## config.mk

```make
export PLATFORM = sky130hd
export DESIGN_NAME = timer_channel
export DESIGN_NICKNAME = d
export VERILOG_FILES = /design/src/rtl/tmr_pkg.sv /design/src/rtl/timer_channel.sv
export VERILOG_INCLUDE_DIRS = /design/src /design/src/rtl
export SDC_FILE = /design/constraint.sdc
export NUM_CORES = 1
export LEC_CHECK = 0
export BUFFER_PORTS_ARGS = -buffer_cell sky130_fd_sc_hd__buf_2
export CORE_MARGIN = 2
export CORE_UTILIZATION = 54
export DETAILED_ROUTE_END_ITERATION = 10
export PLACE_DENSITY = 0.75
export SLEW_MARGIN = 0
export SYNTH_ARGS = -nofsm -noshare
export SYNTH_HDL_FRONTEND = slang
export SYNTH_SLANG_ARGS = --single-unit
```

## constraint.sdc

```tcl
create_clock -name clk_sys -period 7.23 [get_ports clk_sys]
set_input_delay 0.3615 -clock clk_sys [delete_from_list [all_inputs] [get_ports clk_sys]]
set_output_delay 0.3615 -clock clk_sys [all_outputs]
set_load 0.02 [all_outputs]
```

## src/rtl/tmr_defs.svh

```systemverilog
`ifndef TMR_DEFS_SVH
`define TMR_DEFS_SVH
// How it works
// - event mode counts valid input edges, interrupts after programmed count.
// - edges per interrupt equal data register value plus one.
// - event mode counter counts down.
// - start trigger in event mode loads counter from data register.
// - decrement per edge; at zero reload, interrupt, repeat forever.
// - data register writable anytime; new value used from next period.
// - power bit clear stops clocks, ignores writes; set powers up idle.
// - start trigger sets enabled status, waits for start edge; self-clears.
// - width mode start edge clears counter, counts up.
// - capture edge copies counter to data register, raises interrupt.
// - capture sets overflow flag if counter wrapped, else clears it.
// - after capture counter halts until next start edge.
// - counter value readable at any time.
// - stop trigger clears enabled, holds counter and overflow; self-clears.
// - clearing power bit initializes every circuit and register except the read data register (rdata).
// - input select zero takes the signal from the input pin.

// register offsets
`define REG_POWER 4'h0
`define REG_PRESC 4'h1
`define REG_MODE 4'h2
`define REG_TRIG 4'h3
`define REG_DATA 4'h4
`define REG_COUNT 4'h5
`define REG_STATUS 4'h6

// mode register fields
`define MODE_WIDTH 0
`define MODE_CLKSEL 1
`define MODE_START_LO 2
`define MODE_CAP_LO 4
`define MODE_INSEL 6
`define MODE_OUTEN 7
`define MODE_W 8

// trigger register fields
`define TRIG_START 0
`define TRIG_STOP 1

// status register fields
`define STAT_OVF 0
`define STAT_EN 1
`define STAT_WAIT 2

// reset values
`define PRESC_RST 8'h00
`define MODE_RST 8'h00
`define DATA_RST 16'h0000
`endif

```

## src/rtl/tmr_pkg.sv

```systemverilog
package tmr_pkg;
    typedef enum logic [1:0] {
        ST_IDLE,
        ST_WAIT,
        ST_RUN
    } phase_t;

    typedef struct packed {
        logic pwr;
        logic [7:0] presc;
        logic [7:0] mode;
        logic [15:0] data;
        logic [15:0] cnt;
        logic ovf;
        logic ovf_run;
        logic en;
        phase_t phase;
        logic in_prev;
        logic irq;
        logic [15:0] rdata;
        logic [15:0] div;
    } state_t;
endpackage

```

## src/rtl/timer_channel.sv

```systemverilog
// Design decisions made here: the strobed register port and the register offsets.
`timescale 1ns/1ns
`include "tmr_defs.svh"
module timer_channel (
    // clock and reset
    input wire logic clk_sys,
    input wire logic rst,
    // register port
    input wire logic [3:0] addr,
    input wire logic [15:0] wdata,
    input wire logic wr,
    input wire logic rd,
    output logic [15:0] rdata,
    // signal inputs
    input wire logic timer_input_pin,
    input wire logic alt_input,
    // event output
    output logic channel_interrupt
);
    tmr_pkg::state_t q, d;

    function automatic logic tick_of(input logic [15:0] c,
                                     input logic [3:0] e);
        logic [15:0] m;
        m = 16'((17'h1 << e) - 17'h1);
        return (c & m) == m;
    endfunction

    // sel: bit0 rising, bit1 falling
    function automatic logic edge_hit(input logic [1:0] sel,
                                      input logic p, input logic c);
        return (sel[0] & ~p & c) | (sel[1] & p & ~c);
    endfunction

    logic op_tick;
    logic sig;
    logic start_edge;
    logic cap_edge;
    logic wr_ok;
    logic trig_start;
    logic trig_stop;

    always_comb begin
        wr_ok = wr & q.pwr;
        trig_start = wr_ok && addr == `REG_TRIG && wdata[`TRIG_START];
        trig_stop = wr_ok && addr == `REG_TRIG && wdata[`TRIG_STOP];
        // operating clock a or b from prescaler nibbles
        op_tick = q.mode[`MODE_CLKSEL] ? tick_of(q.div, q.presc[7:4])
                                       : tick_of(q.div, q.presc[3:0]);
        sig = q.mode[`MODE_INSEL] ? alt_input : timer_input_pin;
        // edges only on operating clock ticks, so one event each
        start_edge = op_tick && edge_hit(q.mode[`MODE_START_LO +: 2],
                                         q.in_prev, sig);
        cap_edge = op_tick && edge_hit(q.mode[`MODE_CAP_LO +: 2],
                                       q.in_prev, sig);
    end

    always_comb begin
        d = q;
        d.irq = 1'b0;
        d.rdata = q.rdata;
        if (q.pwr) begin
            d.div = q.div + 16'h1;
        end
        if (op_tick) begin
            d.in_prev = sig;
        end
        if (rd) begin
            case (addr)
                `REG_POWER: d.rdata = {15'h0, q.pwr};
                `REG_PRESC: d.rdata = {8'h0, q.presc};
                `REG_MODE: d.rdata = {8'h0, q.mode};
                `REG_DATA: d.rdata = q.data;
                `REG_COUNT: d.rdata = q.cnt;
                `REG_STATUS: d.rdata = {13'h0, q.phase == tmr_pkg::ST_WAIT,
                                        q.en, q.ovf};
                default: d.rdata = 16'h0000;
            endcase
        end
        if (wr_ok) begin
            case (addr)
                `REG_PRESC: d.presc = wdata[7:0];
                `REG_MODE: d.mode = wdata[7:0];
                `REG_DATA: d.data = wdata;
                default: d.mode = q.mode;
            endcase
        end
        if (q.en) begin
            if (!q.mode[`MODE_WIDTH]) begin
                // event counter, edges come from the start edge select
                if (start_edge) begin
                    if (q.cnt == 16'h0000) begin
                        d.cnt = q.data;
                        d.irq = 1'b1;
                    end else begin
                        d.cnt = q.cnt - 16'h1;
                    end
                end
            end else begin
                case (q.phase)
                    tmr_pkg::ST_WAIT: begin
                        if (start_edge) begin
                            d.cnt = 16'h0000;
                            d.ovf_run = 1'b0;
                            d.phase = tmr_pkg::ST_RUN;
                        end
                    end
                    tmr_pkg::ST_RUN: begin
                        if (cap_edge) begin
                            // capture beats a same-cycle software write
                            d.data = q.cnt;
                            d.irq = 1'b1;
                            d.ovf = q.ovf_run;
                            d.phase = tmr_pkg::ST_WAIT;
                        end else if (op_tick) begin
                            d.cnt = q.cnt + 16'h1;
                            if (q.cnt == 16'hFFFF) begin
                                d.ovf_run = 1'b1;
                            end
                        end
                    end
                    default: d.phase = tmr_pkg::ST_WAIT;
                endcase
            end
        end
        if (trig_start) begin
            d.en = 1'b1;
            d.phase = tmr_pkg::ST_WAIT;
            if (!q.mode[`MODE_WIDTH]) begin
                d.cnt = q.data;
            end
        end else if (trig_stop) begin
            // counter and overflow left as they are, even on an edge
            d.en = 1'b0;
            d.phase = tmr_pkg::ST_IDLE;
            d.cnt = q.cnt;
            d.ovf = q.ovf;
        end
        if (wr && addr == `REG_POWER) begin
            d.pwr = wdata[0];
        end
        if (!q.pwr) begin
            // unit except rdata held in its reset state while unpowered
            d.presc = `PRESC_RST;
            d.mode = `MODE_RST;
            d.data = `DATA_RST;
            d.cnt = 16'h0000;
            d.ovf = 1'b0;
            d.ovf_run = 1'b0;
            d.en = 1'b0;
            d.phase = tmr_pkg::ST_IDLE;
            d.in_prev = 1'b0;
            d.irq = 1'b0;
            d.div = 16'h0000;
        end
    end

    always_ff @(posedge clk_sys or posedge rst) begin
        if (rst) begin
            q <= '0;
        end else begin
            q <= d;
        end
    end

    assign rdata = q.rdata;
    assign channel_interrupt = q.irq;
endmodule

```

==> impl_metrics.yaml, run 1 <==
clocking:
  cts_resized: 0
  cts_hold_buffers: 1
  cts.path.max_buffers: 2
  tritoncts: "done"
  worst_setup_hold_path_clk_slew_ns: 0.07
  clock_latency_ns: 0.37
  postCtsSetupRepairBufs: 0
  cts.sink_count: 87
  clockRootBuffer: "clkbuf_16"
  cts-buffers-inserted: 9
  cts.htree.levels: 3
cells_and_area:
  flow.area_growth_from_synthesis_pct: 5.52
  most-common-layout-cells: "dfrtp_1 (86), nand2_1 (82), nor2_1 (56)"
  final_net_count: 837
  antennaDiodeCount: 0
  commonest_non_fill_non_tap_cell_in_the_layout: "dfrtp_1"
  drive_above_1_share_pct: 10.5
  postLayoutCellArea_um2: 7120
hold_path:
  worstHoldPathType: "in2reg"
  min_delay_path_depth: 3
  worst_hold_startpoint: "wdata[6]"
route:
  avgViaCountPerCell: 6.92
  detail_route.wl_per_cell_um: 22.5
  drt_first_iter_violations: 955
  drt-pass1-iter-count: 7
  detail-route-antenna-nets: 0
  vias_post_dr: 6757
  postRouteWirelength_um: 22000
  drc_errors: 0
grt:
  groute.usage.overall_pct: 34.0
  grt_first_pass_wirelength_um: 35000
  grt-ovfl-total: 0
  first_global_vias: 6466
  grt_max_degree: 71
  antenna_violations_before_repair: 0
critical_path:
  kind_of_critical_path: "reg2reg"
  worstSetupStartpoint: "q[86]"
  critical_path_peak_fanout: 19
  setup.worst_path.end: "q[40]"
  rr_worst_depth: 12
  worstPathCellList: "or2_1 -> or3_1 -> ha_1 -> nor2b_1 -> a211oi_1 -> o311ai_0 -> or4_1 -> o31a_1 -> nor2_1 -> a2111oi_0 -> o21a_1 -> a211o_1"
  setup.reg_to_reg.worst_slack_ns: 2.40
  crit_cells: 12
  critical_path.top_delay_family: "simple AND/OR/NAND/NOR gates"
  endpoint_kind: "flop"
  cp_slowest_stage_delay_ns: 0.74
  worst_r2r_endpoint: "q[40]"
  critical_path.n_buffers_inverters: 0
  crit_path_top_delay_cell: "nor2_1"
  regToRegStartpoint: "q[86]"
  worst_ep_arrival_time_ns: 5.07
  cp.required_ns: 7.48
  type_of_origin_of_the_critical_path: "flop"
timing:
  unrepaired_setup_endpoints_after_global_routing: "no"
  relSlewSlack_pct: 17.9
  finalHoldViolations: 0
  fmax_mhz: 207
  count_of_endpoints_failing_setup_in_the_final_report: 0
  period_share_pct: 66.8
  report.final.slew_viol_count: 0
  fin_setup_tns_ns: 0
  final_period_minus_worst_setup_slack_ns: 4.83
  fin_worst_skew_ns: 0.0111
  tightestPinTransition_ns: 1.23
floorplan:
  effective_utilization_at_floorplan_pct: 55.7
  num_rows: 40
  fp.dieArea_um2: 13400
  die_y_um: 116
  die_width_um: 116
  core_area_um2: 12100
  boundaryPins: 43
logic_synthesis:
  synth-seq-cells: 87
  synthesis.instances: 833
  syn_nets: 866
  yosysWarnings: 0
  yosys_most_used_dff: "dfrtp_1"
  count_of_unique_library_cells_instantiated_by_yosys: 76
  synth-async-reset-ratio_pct: 100
  synth_edf_count: 0
  postSynthAreaPerCell_um2: 8.11
  combined_area_of_all_synthesized_cells_um2: 6750
  sequential_to_total_area_share_from_yosys_stat_pct: 32.2
outcome:
  status: "complete, no violations"
place:
  numPortBuffers: 42
  dp_hpwl_um: 15200
  gp_congestion: 0.996
  placed_cell_area_um2: 6830
power:
  worst_vdd_rail_ir_drop_mv: 0.103
  pwr_density_cell_nw_per_um2: 167
  post-layout-total-power_mw: 1.19
  static-leakage-power_nw: 2.99
job:
  max_cap_violations: 0
[through the flow]
step,setup slack (ns),util [%],cells,hold WS (ns)
floorplan,3.12,-,833,0.482
global placement,2.63,56.4,960,0.330
detailed placement,2.59,56.4,960,0.335
CTS,2.54,58.8,977,0.308
global route,2.23,58.8,977,0.334
finish,2.40,58.8,977,0.310
[cell usage after synthesis (all sizes together) (10+ instances only)]
library cell	instances	area (µm²)
a22oi	15	113
mux2i	31	310
o22ai	17	106
o211a	18	180
buf	24	164
nand3	36	180
nand2	82	308
a31oi	10	62.6
clkbuf	67	251
a21oi	33	165
or3	12	75.1
nor2b	15	93.8
o21ai	35	175
and2	19	119
nor3	23	120
nand4	12	75.1
nor2	56	210
dfrtp	87	2180
xnor2	11	96.3
inv	35	131
a21boi	12	90.1
[sequential cells by signal, indices dropped and copies added, names as in the netlist]
signal,count
q,70
rdata,16
channel_interrupt,1
[area by class of cell]
| class | instances | area [µm²] |
|---|---|---|
| Clock buffer | 9 | 225 |
| Tap cell | 168 | 210 |
| Inverter | 35 | 133 |
| Sequential cell | 87 | 2180 |
| Multi-Input combinational cell | 620 | 4030 |
| Timing Repair Buffer | 51 | 280 |
| Fill cell | 1085 | 4990 |
| Clock inverter | 7 | 63.8 |
[worst reg2reg max path, delay by kind of cell (launching register included)]
family	cells	cell delay, ns
fa+ha+maj	1	0.37
flops	1	0.58
compound gates	6	1.66
simple gates	5	2.12
[routing by layer]
layer,global-route usage [%],vias to the layer above,wire length [µm]
li1,-,3013,-
met1,45.2,3206,9000
met2,52.1,430,9810
met3,8.05,108,2030
met4,16.5,0,1140
met5,0,-,0
[where the power goes]
part	internal (mW)	switching (mW)	leakage (nW)	total, mW
clock	0.242	0.233	0.137	0.475
combinational	0.0615	0.138	1.65	0.200
sequential	0.496	0.0183	1.21	0.514
total	0.799	0.390	2.99	1.19
[cell families after synthesis]
group,share of synthesized area (%)
AND/OR/NAND/NOR,24.2
AO/OA/AOI/OAI,26.6
buffers and inverters,8.10
flip-flops,32.2
multiplexers,5.76
XOR/XNOR,1.82
adder cells (fa/ha/maj),1.30
[worst min path at each step]
stage	end	slack (ns)
floorplan	rdata[0]	0.48
global placement	q[36]	0.33
detailed placement	q[37]	0.33
CTS	q[85]	0.31
global route	q[85]	0.33
finish	q[85]	0.31
Power figures use the tool's default switching activity.
==> run 2, diff against run 1 <==
--- a/config.mk
+++ b/config.mk
@@ -10,7 +10,7 @@
 export CORE_MARGIN = 2
 export CORE_UTILIZATION = 54
 export DETAILED_ROUTE_END_ITERATION = 10
-export PLACE_DENSITY = 0.75
+export PLACE_DENSITY = 0.78
 export SLEW_MARGIN = 0
 export SYNTH_ARGS = -nofsm -noshare
 export SYNTH_HDL_FRONTEND = slang
==> constraint.sdc (replaced) <==
create_clock -name clk_sys -period 3.9 [get_ports clk_sys]
set_input_delay 0.195 -clock clk_sys [delete_from_list [all_inputs] [get_ports clk_sys]]
set_output_delay 0.195 -clock clk_sys [all_outputs]
set_load 0.02 [all_outputs]
==> run 2 against run 1 <==
Combinational power grew 110%. Register-to-register slack lost 2.3 ns. Routed wire length shrank 0.56%. Power grew 90%.
==> impl_metrics.yaml, run 2 (synthesized netlist as in run 1, its figures left out) <==
clocking:
  cts.sink_count: 87
  cts_resized: 0
  clockRootBuffer: "clkbuf_16"
  tritoncts: "done"
  postCtsSetupRepairBufs: 0
  cts_hold_buffers: 0
  clock_latency_ns: 0.35
  worst_setup_hold_path_clk_slew_ns: 0.07
  cts.htree.levels: 3
  cts-buffers-inserted: 9
  cts.path.max_buffers: 2
floorplan:
  boundaryPins: 43
  effective_utilization_at_floorplan_pct: 55.7
  num_rows: 40
  die_y_um: 116
  core_area_um2: 12100
  fp.dieArea_um2: 13400
  die_width_um: 116
timing:
  finalHoldViolations: 0
  report.final.slew_viol_count: 0
  fin_setup_tns_ns: 0
  relSlewSlack_pct: 24.7
  count_of_endpoints_failing_setup_in_the_final_report: 0
  unrepaired_setup_endpoints_after_global_routing: "no"
  fmax_mhz: 264
  fin_worst_skew_ns: 0.00870
  whs_ns: 0.0729
  final_period_minus_worst_setup_slack_ns: 3.78
  final.setup.worst_slack_ns: 0.118
  period_share_pct: 97.0
  tightestPinTransition_ns: 1.13
cells_and_area:
  commonest_non_fill_non_tap_cell_in_the_layout: "dfrtp_1"
  final_net_count: 869
  flow.area_growth_from_synthesis_pct: 10.8
  most-common-layout-cells: "dfrtp_1 (86), nand2_1 (80), nor2_1 (55)"
  drive_above_1_share_pct: 15.9
  max_reg_flops: 70
  antennaDiodeCount: 0
  layout.core_utilization_pct: 61.8
  top_reg_by_flops: "q"
route:
  drt_first_iter_violations: 929
  drt-pass1-iter-count: 5
  vias_post_dr: 6864
  detail-route-antenna-nets: 0
  detail_route.wl_per_cell_um: 21.6
  postRouteWirelength_um: 21800
  drc_errors: 0
  avgViaCountPerCell: 6.80
place:
  gp_congestion: 1.06
  place_worst_setup_slack_ns: 0.0661
  numPortBuffers: 42
  dp_hpwl_um: 15700
grt:
  grt-ovfl-total: 0
  first_global_vias: 6347
  grt_first_pass_wirelength_um: 34600
  grt_max_degree: 71
  groute.usage.overall_pct: 33.5
  antenna_violations_before_repair: 0
hold_path:
  worstHoldPathType: "in2async"
critical_path:
  setup.reg_to_reg.worst_slack_ns: 0.12
  cp.required_ns: 4.16
  worst_ep_arrival_time_ns: 4.04
  critical_path_peak_fanout: 6
  worstSetupStartpoint: "q[86]"
  kind_of_critical_path: "reg2reg"
  regToRegStartpoint: "q[86]"
  endpoint_kind: "flop"
  type_of_origin_of_the_critical_path: "flop"
outcome:
  status: "complete, no violations"
power:
  post-layout-total-power_mw: 2.26
  static-leakage-power_nw: 3.18
  pwr_density_cell_nw_per_um2: 301
  worst_vdd_rail_ir_drop_mv: 0.188
job:
  max_cap_violations: 0
## run 2: changes by cell type in the layout (fill, tap and decap cells not counted), moves of 2 or more
cell	before	now
buf_4	8	40
o31ai_1	8	6
o31ai_2	0	2
a221oi_1	8	6
nand2_2	0	2
inv_8	2	0
a221oi_2	0	2
nand2_1	82	80
## run 2: final cells by class
| cell class | instances | area (µm²) |
|---|---|---|
| clock buffer | 10 | 229 |
| clock inverter | 6 | 68.8 |
| fill | 1094 | 4630 |
| inverter | 35 | 133 |
| multi-input combinational | 620 | 4140 |
| sequential | 87 | 2180 |
| tap | 168 | 210 |
| timing repair buffer | 83 | 522 |
## run 2: final timing paths
| path | endpoint | depth (start not counted) |
|---|---|---|
| max in group asynchronous | q[6] | 3 |
| worst min-delay path | rdata[10] | 2 |
| min in group clk_sys | q[84] | 3 |
| worst min register to register | q[36] | 2 |
| worst max register to register | q[43] | 13 |
| worst max-delay path | q[43] | 13 |
## run 2: where the power goes
part | internal (mW) | leakage [nW] | switching, mW
Combinational | 0.143 | 1.82 | 0.272
Clock | 0.502 | 0.143 | 0.385
Sequential | 0.920 | 1.21 | 0.0324
Total | 1.57 | 3.18 | 0.690
## run 2: layer usage
metal | share of wire [%] | up-vias | track usage [%]
met2 | 43 | 447 | 47.8
met1 | 43 | 3285 | 50.6
li1 | - | 3085 | -
met4 | 2.0 | 0 | 9.44
met3 | 12 | 47 | 8.00
met5 | 0 | - | 0
## run 2: worst max-delay path, cell delays in order (launching register included)
cell      delay [ns]
dfrtp_1         0.37
or2_1           0.27
or3_4           0.36
ha_4            0.19
nor2b_1         0.14
a211oi_1        0.24
o311ai_1        0.12
or4_1           0.47
o31a_1          0.34
buf_4           0.17
or4_4           0.54
nor3_4          0.17
a211oi_1        0.08
o31ai_1         0.23
## run 2: stage by stage
stage / cells / area, µm²
after floorplan: 833 / 6780
after global placement: 993 / 7080
after detailed placement: 993 / 7080
after CTS: 1009 / 7380
after global routing: 1009 / 7480
final: 1009 / 7480
==> run 3, diff against run 2 <==
--- a/config.mk
+++ b/config.mk
@@ -10,7 +10,7 @@
 export CORE_MARGIN = 2
 export CORE_UTILIZATION = 54
 export DETAILED_ROUTE_END_ITERATION = 10
-export PLACE_DENSITY = 0.78
+export PLACE_DENSITY = 0.81
 export SLEW_MARGIN = 0
 export SYNTH_ARGS = -nofsm -noshare
 export SYNTH_HDL_FRONTEND = slang
==> run 3 against run 2 <==
Design area grew 1.4%. Sequential cell count is the same. Die area stayed put. Count of clock-buffer cells in the layout rose by 1. Non-clock buffer count grew 7. Combinational power is 2% higher. Critical path depth increased by 1.
==> impl_metrics.yaml, run 3 (synthesized netlist as in run 1, its figures left out) <==
hold_path:
  worstHoldPathType: "in2reg"
route:
  avgViaCountPerCell: 6.86
  detail_route.wl_per_cell_um: 20.8
  vias_post_dr: 6965
  postRouteWirelength_um: 21100
  drt-pass1-iter-count: 7
  drc_errors: 0
  detail-route-antenna-nets: 0
  drt_first_iter_violations: 1156
timing:
  fmax_mhz: 261
  tightestPinTransition_ns: 1.09
  finalHoldViolations: 0
  report.final.slew_viol_count: 0
  relSlewSlack_pct: 26.3
  whs_ns: 0.155
  final.setup.worst_slack_ns: 0.0665
  final_period_minus_worst_setup_slack_ns: 3.83
  unrepaired_setup_endpoints_after_global_routing: "yes"
  period_share_pct: 98.3
  fin_worst_skew_ns: 0.00945
  count_of_endpoints_failing_setup_in_the_final_report: 0
power:
  worst_vdd_rail_ir_drop_mv: 0.216
  static-leakage-power_nw: 3.24
  pwr_density_cell_nw_per_um2: 316
cells_and_area:
  drive_above_1_share_pct: 16.6
  antennaDiodeCount: 0
  final_net_count: 876
  top_reg_by_flops: "q"
  nFillCells: 1049
  most-common-layout-cells: "dfrtp_1 (86), nand2_1 (80), nor2_1 (55)"
  flow.area_growth_from_synthesis_pct: 12.4
  max_reg_flops: 70
  commonest_non_fill_non_tap_cell_in_the_layout: "dfrtp_1"
critical_path:
  critical-path-top-cell-by-count: "buf_4"
  critical_path.top_delay_family: "simple AND/OR/NAND/NOR gates"
  endpoint_kind: "flop"
  critical_path_peak_fanout: 11
  cp.required_ns: 4.16
  type_of_origin_of_the_critical_path: "flop"
  critical_path.n_buffers_inverters: 2
  worst_ep_arrival_time_ns: 4.09
  cp_slowest_stage_delay_ns: 0.57
  kind_of_critical_path: "reg2reg"
  worstPathCellList: "or2_4 -> or3_4 -> ha_4 -> nor2b_1 -> o21ai_0 -> o41ai_1 -> or4_4 -> o31a_1 -> buf_4 -> nor3_1 -> buf_4 -> nand4b_1 -> and3b_1 -> o31ai_1"
  crit_path_top_delay_cell: "or4_4"
place:
  dp_hpwl_um: 14400
  numPortBuffers: 42
  place_worst_setup_slack_ns: 0.00690
  gp_congestion: 1.01
grt:
  antenna_violations_before_repair: 0
  first_global_vias: 6326
  grt_max_degree: 71
  grt_first_pass_wirelength_um: 33700
  grt-ovfl-total: 0
  groute.usage.overall_pct: 32.1
floorplan:
  die_width_um: 116
  boundaryPins: 43
  die_y_um: 116
  num_rows: 40
  effective_utilization_at_floorplan_pct: 55.7
  fp.dieArea_um2: 13400
  core_area_um2: 12100
clocking:
  cts.htree.levels: 3
  clock_latency_ns: 0.36
  cts-buffers-inserted: 9
  worst_setup_hold_path_clk_slew_ns: 0.06
  tritoncts: "done"
  cts.sink_count: 87
  clockRootBuffer: "clkbuf_16"
  cts.path.max_buffers: 2
job:
  max_cap_violations: 0
outcome:
  status: "complete, no violations"
run 3: where the power goes:
part,switching (mW),internal [mW]
Combinational,0.278,0.145
Clock,0.379,0.645
Sequential,0.0311,0.921
run 3: routing by layer:
layer,share of wire [%],GRT usage (%),vias to the layer above,wire [µm]
met3,14,9.00,75,2900
met5,0,0,-,0
met2,42,46.4,532,8900
met4,3.3,13.0,0,707
met1,41,45.5,3261,8630
li1,-,-,3097,-
run 3: final cells by class:
| type | instances | area (µm²) | area share [%] |
|---|---|---|---|
| Sequential cell | 87 | 2180 | 28.7 |
| Clock buffer | 11 | 243 | 3.20 |
| Timing Repair Buffer | 90 | 586 | 7.72 |
| Tap cell | 168 | 210 | 2.77 |
| Inverter | 35 | 133 | 1.75 |
| Clock inverter | 5 | 104 | 1.37 |
| Multi-Input combinational cell | 620 | 4130 | 54.5 |
run 3: path summary, 6_finish.rpt:
kind / start / to / slack [ns] / cells past startpoint
max: q[86] / q[50] / 0.07 / 14
min: wdata[3] / q[82] / 0.15 / 3
max reg2reg: q[86] / q[50] / 0.07 / 14
min reg2reg: rdata[0] / rdata[0] / 0.51 / 1
max in group asynchronous: rst / q[87] / 2.30 / 4
min in group asynchronous: rst / q[64] / 0.39 / 3
run 3: repair_timing:
item,in CTS,in global routing
buffers inserted,1,3
hold endpoints to repair,29,0
setup endpoints to repair,22,34
gates resized for setup,8,13
pin swaps,3,9
hold buffers,1,0
run 3: metrics by stage:
step | util (%) | instances | instance area [µm²] | setup TNS [ns] | power [mW]
3_5_place_dp | 58.7 | 995 | 7110 | 0 | 1.36
2_1_floorplan | - | 833 | 6780 | 0 | 1.23
6_report | 62.6 | 1016 | 7590 | 0 | 2.40
4_1_cts | 62.0 | 1013 | 7510 | 0 | 2.38
3_3_place_gp | 58.7 | 995 | 7110 | 0 | 1.35
5_1_grt | 62.6 | 1016 | 7590 | -0.0920 | 2.48
run 3: tightest hold or removal path, delay by kind of cell:
family | cells | cell delay [ns]
compound gates | 1 | 0.07
buf+inv | 1 | 0.13
simple gates | 1 | 0.08
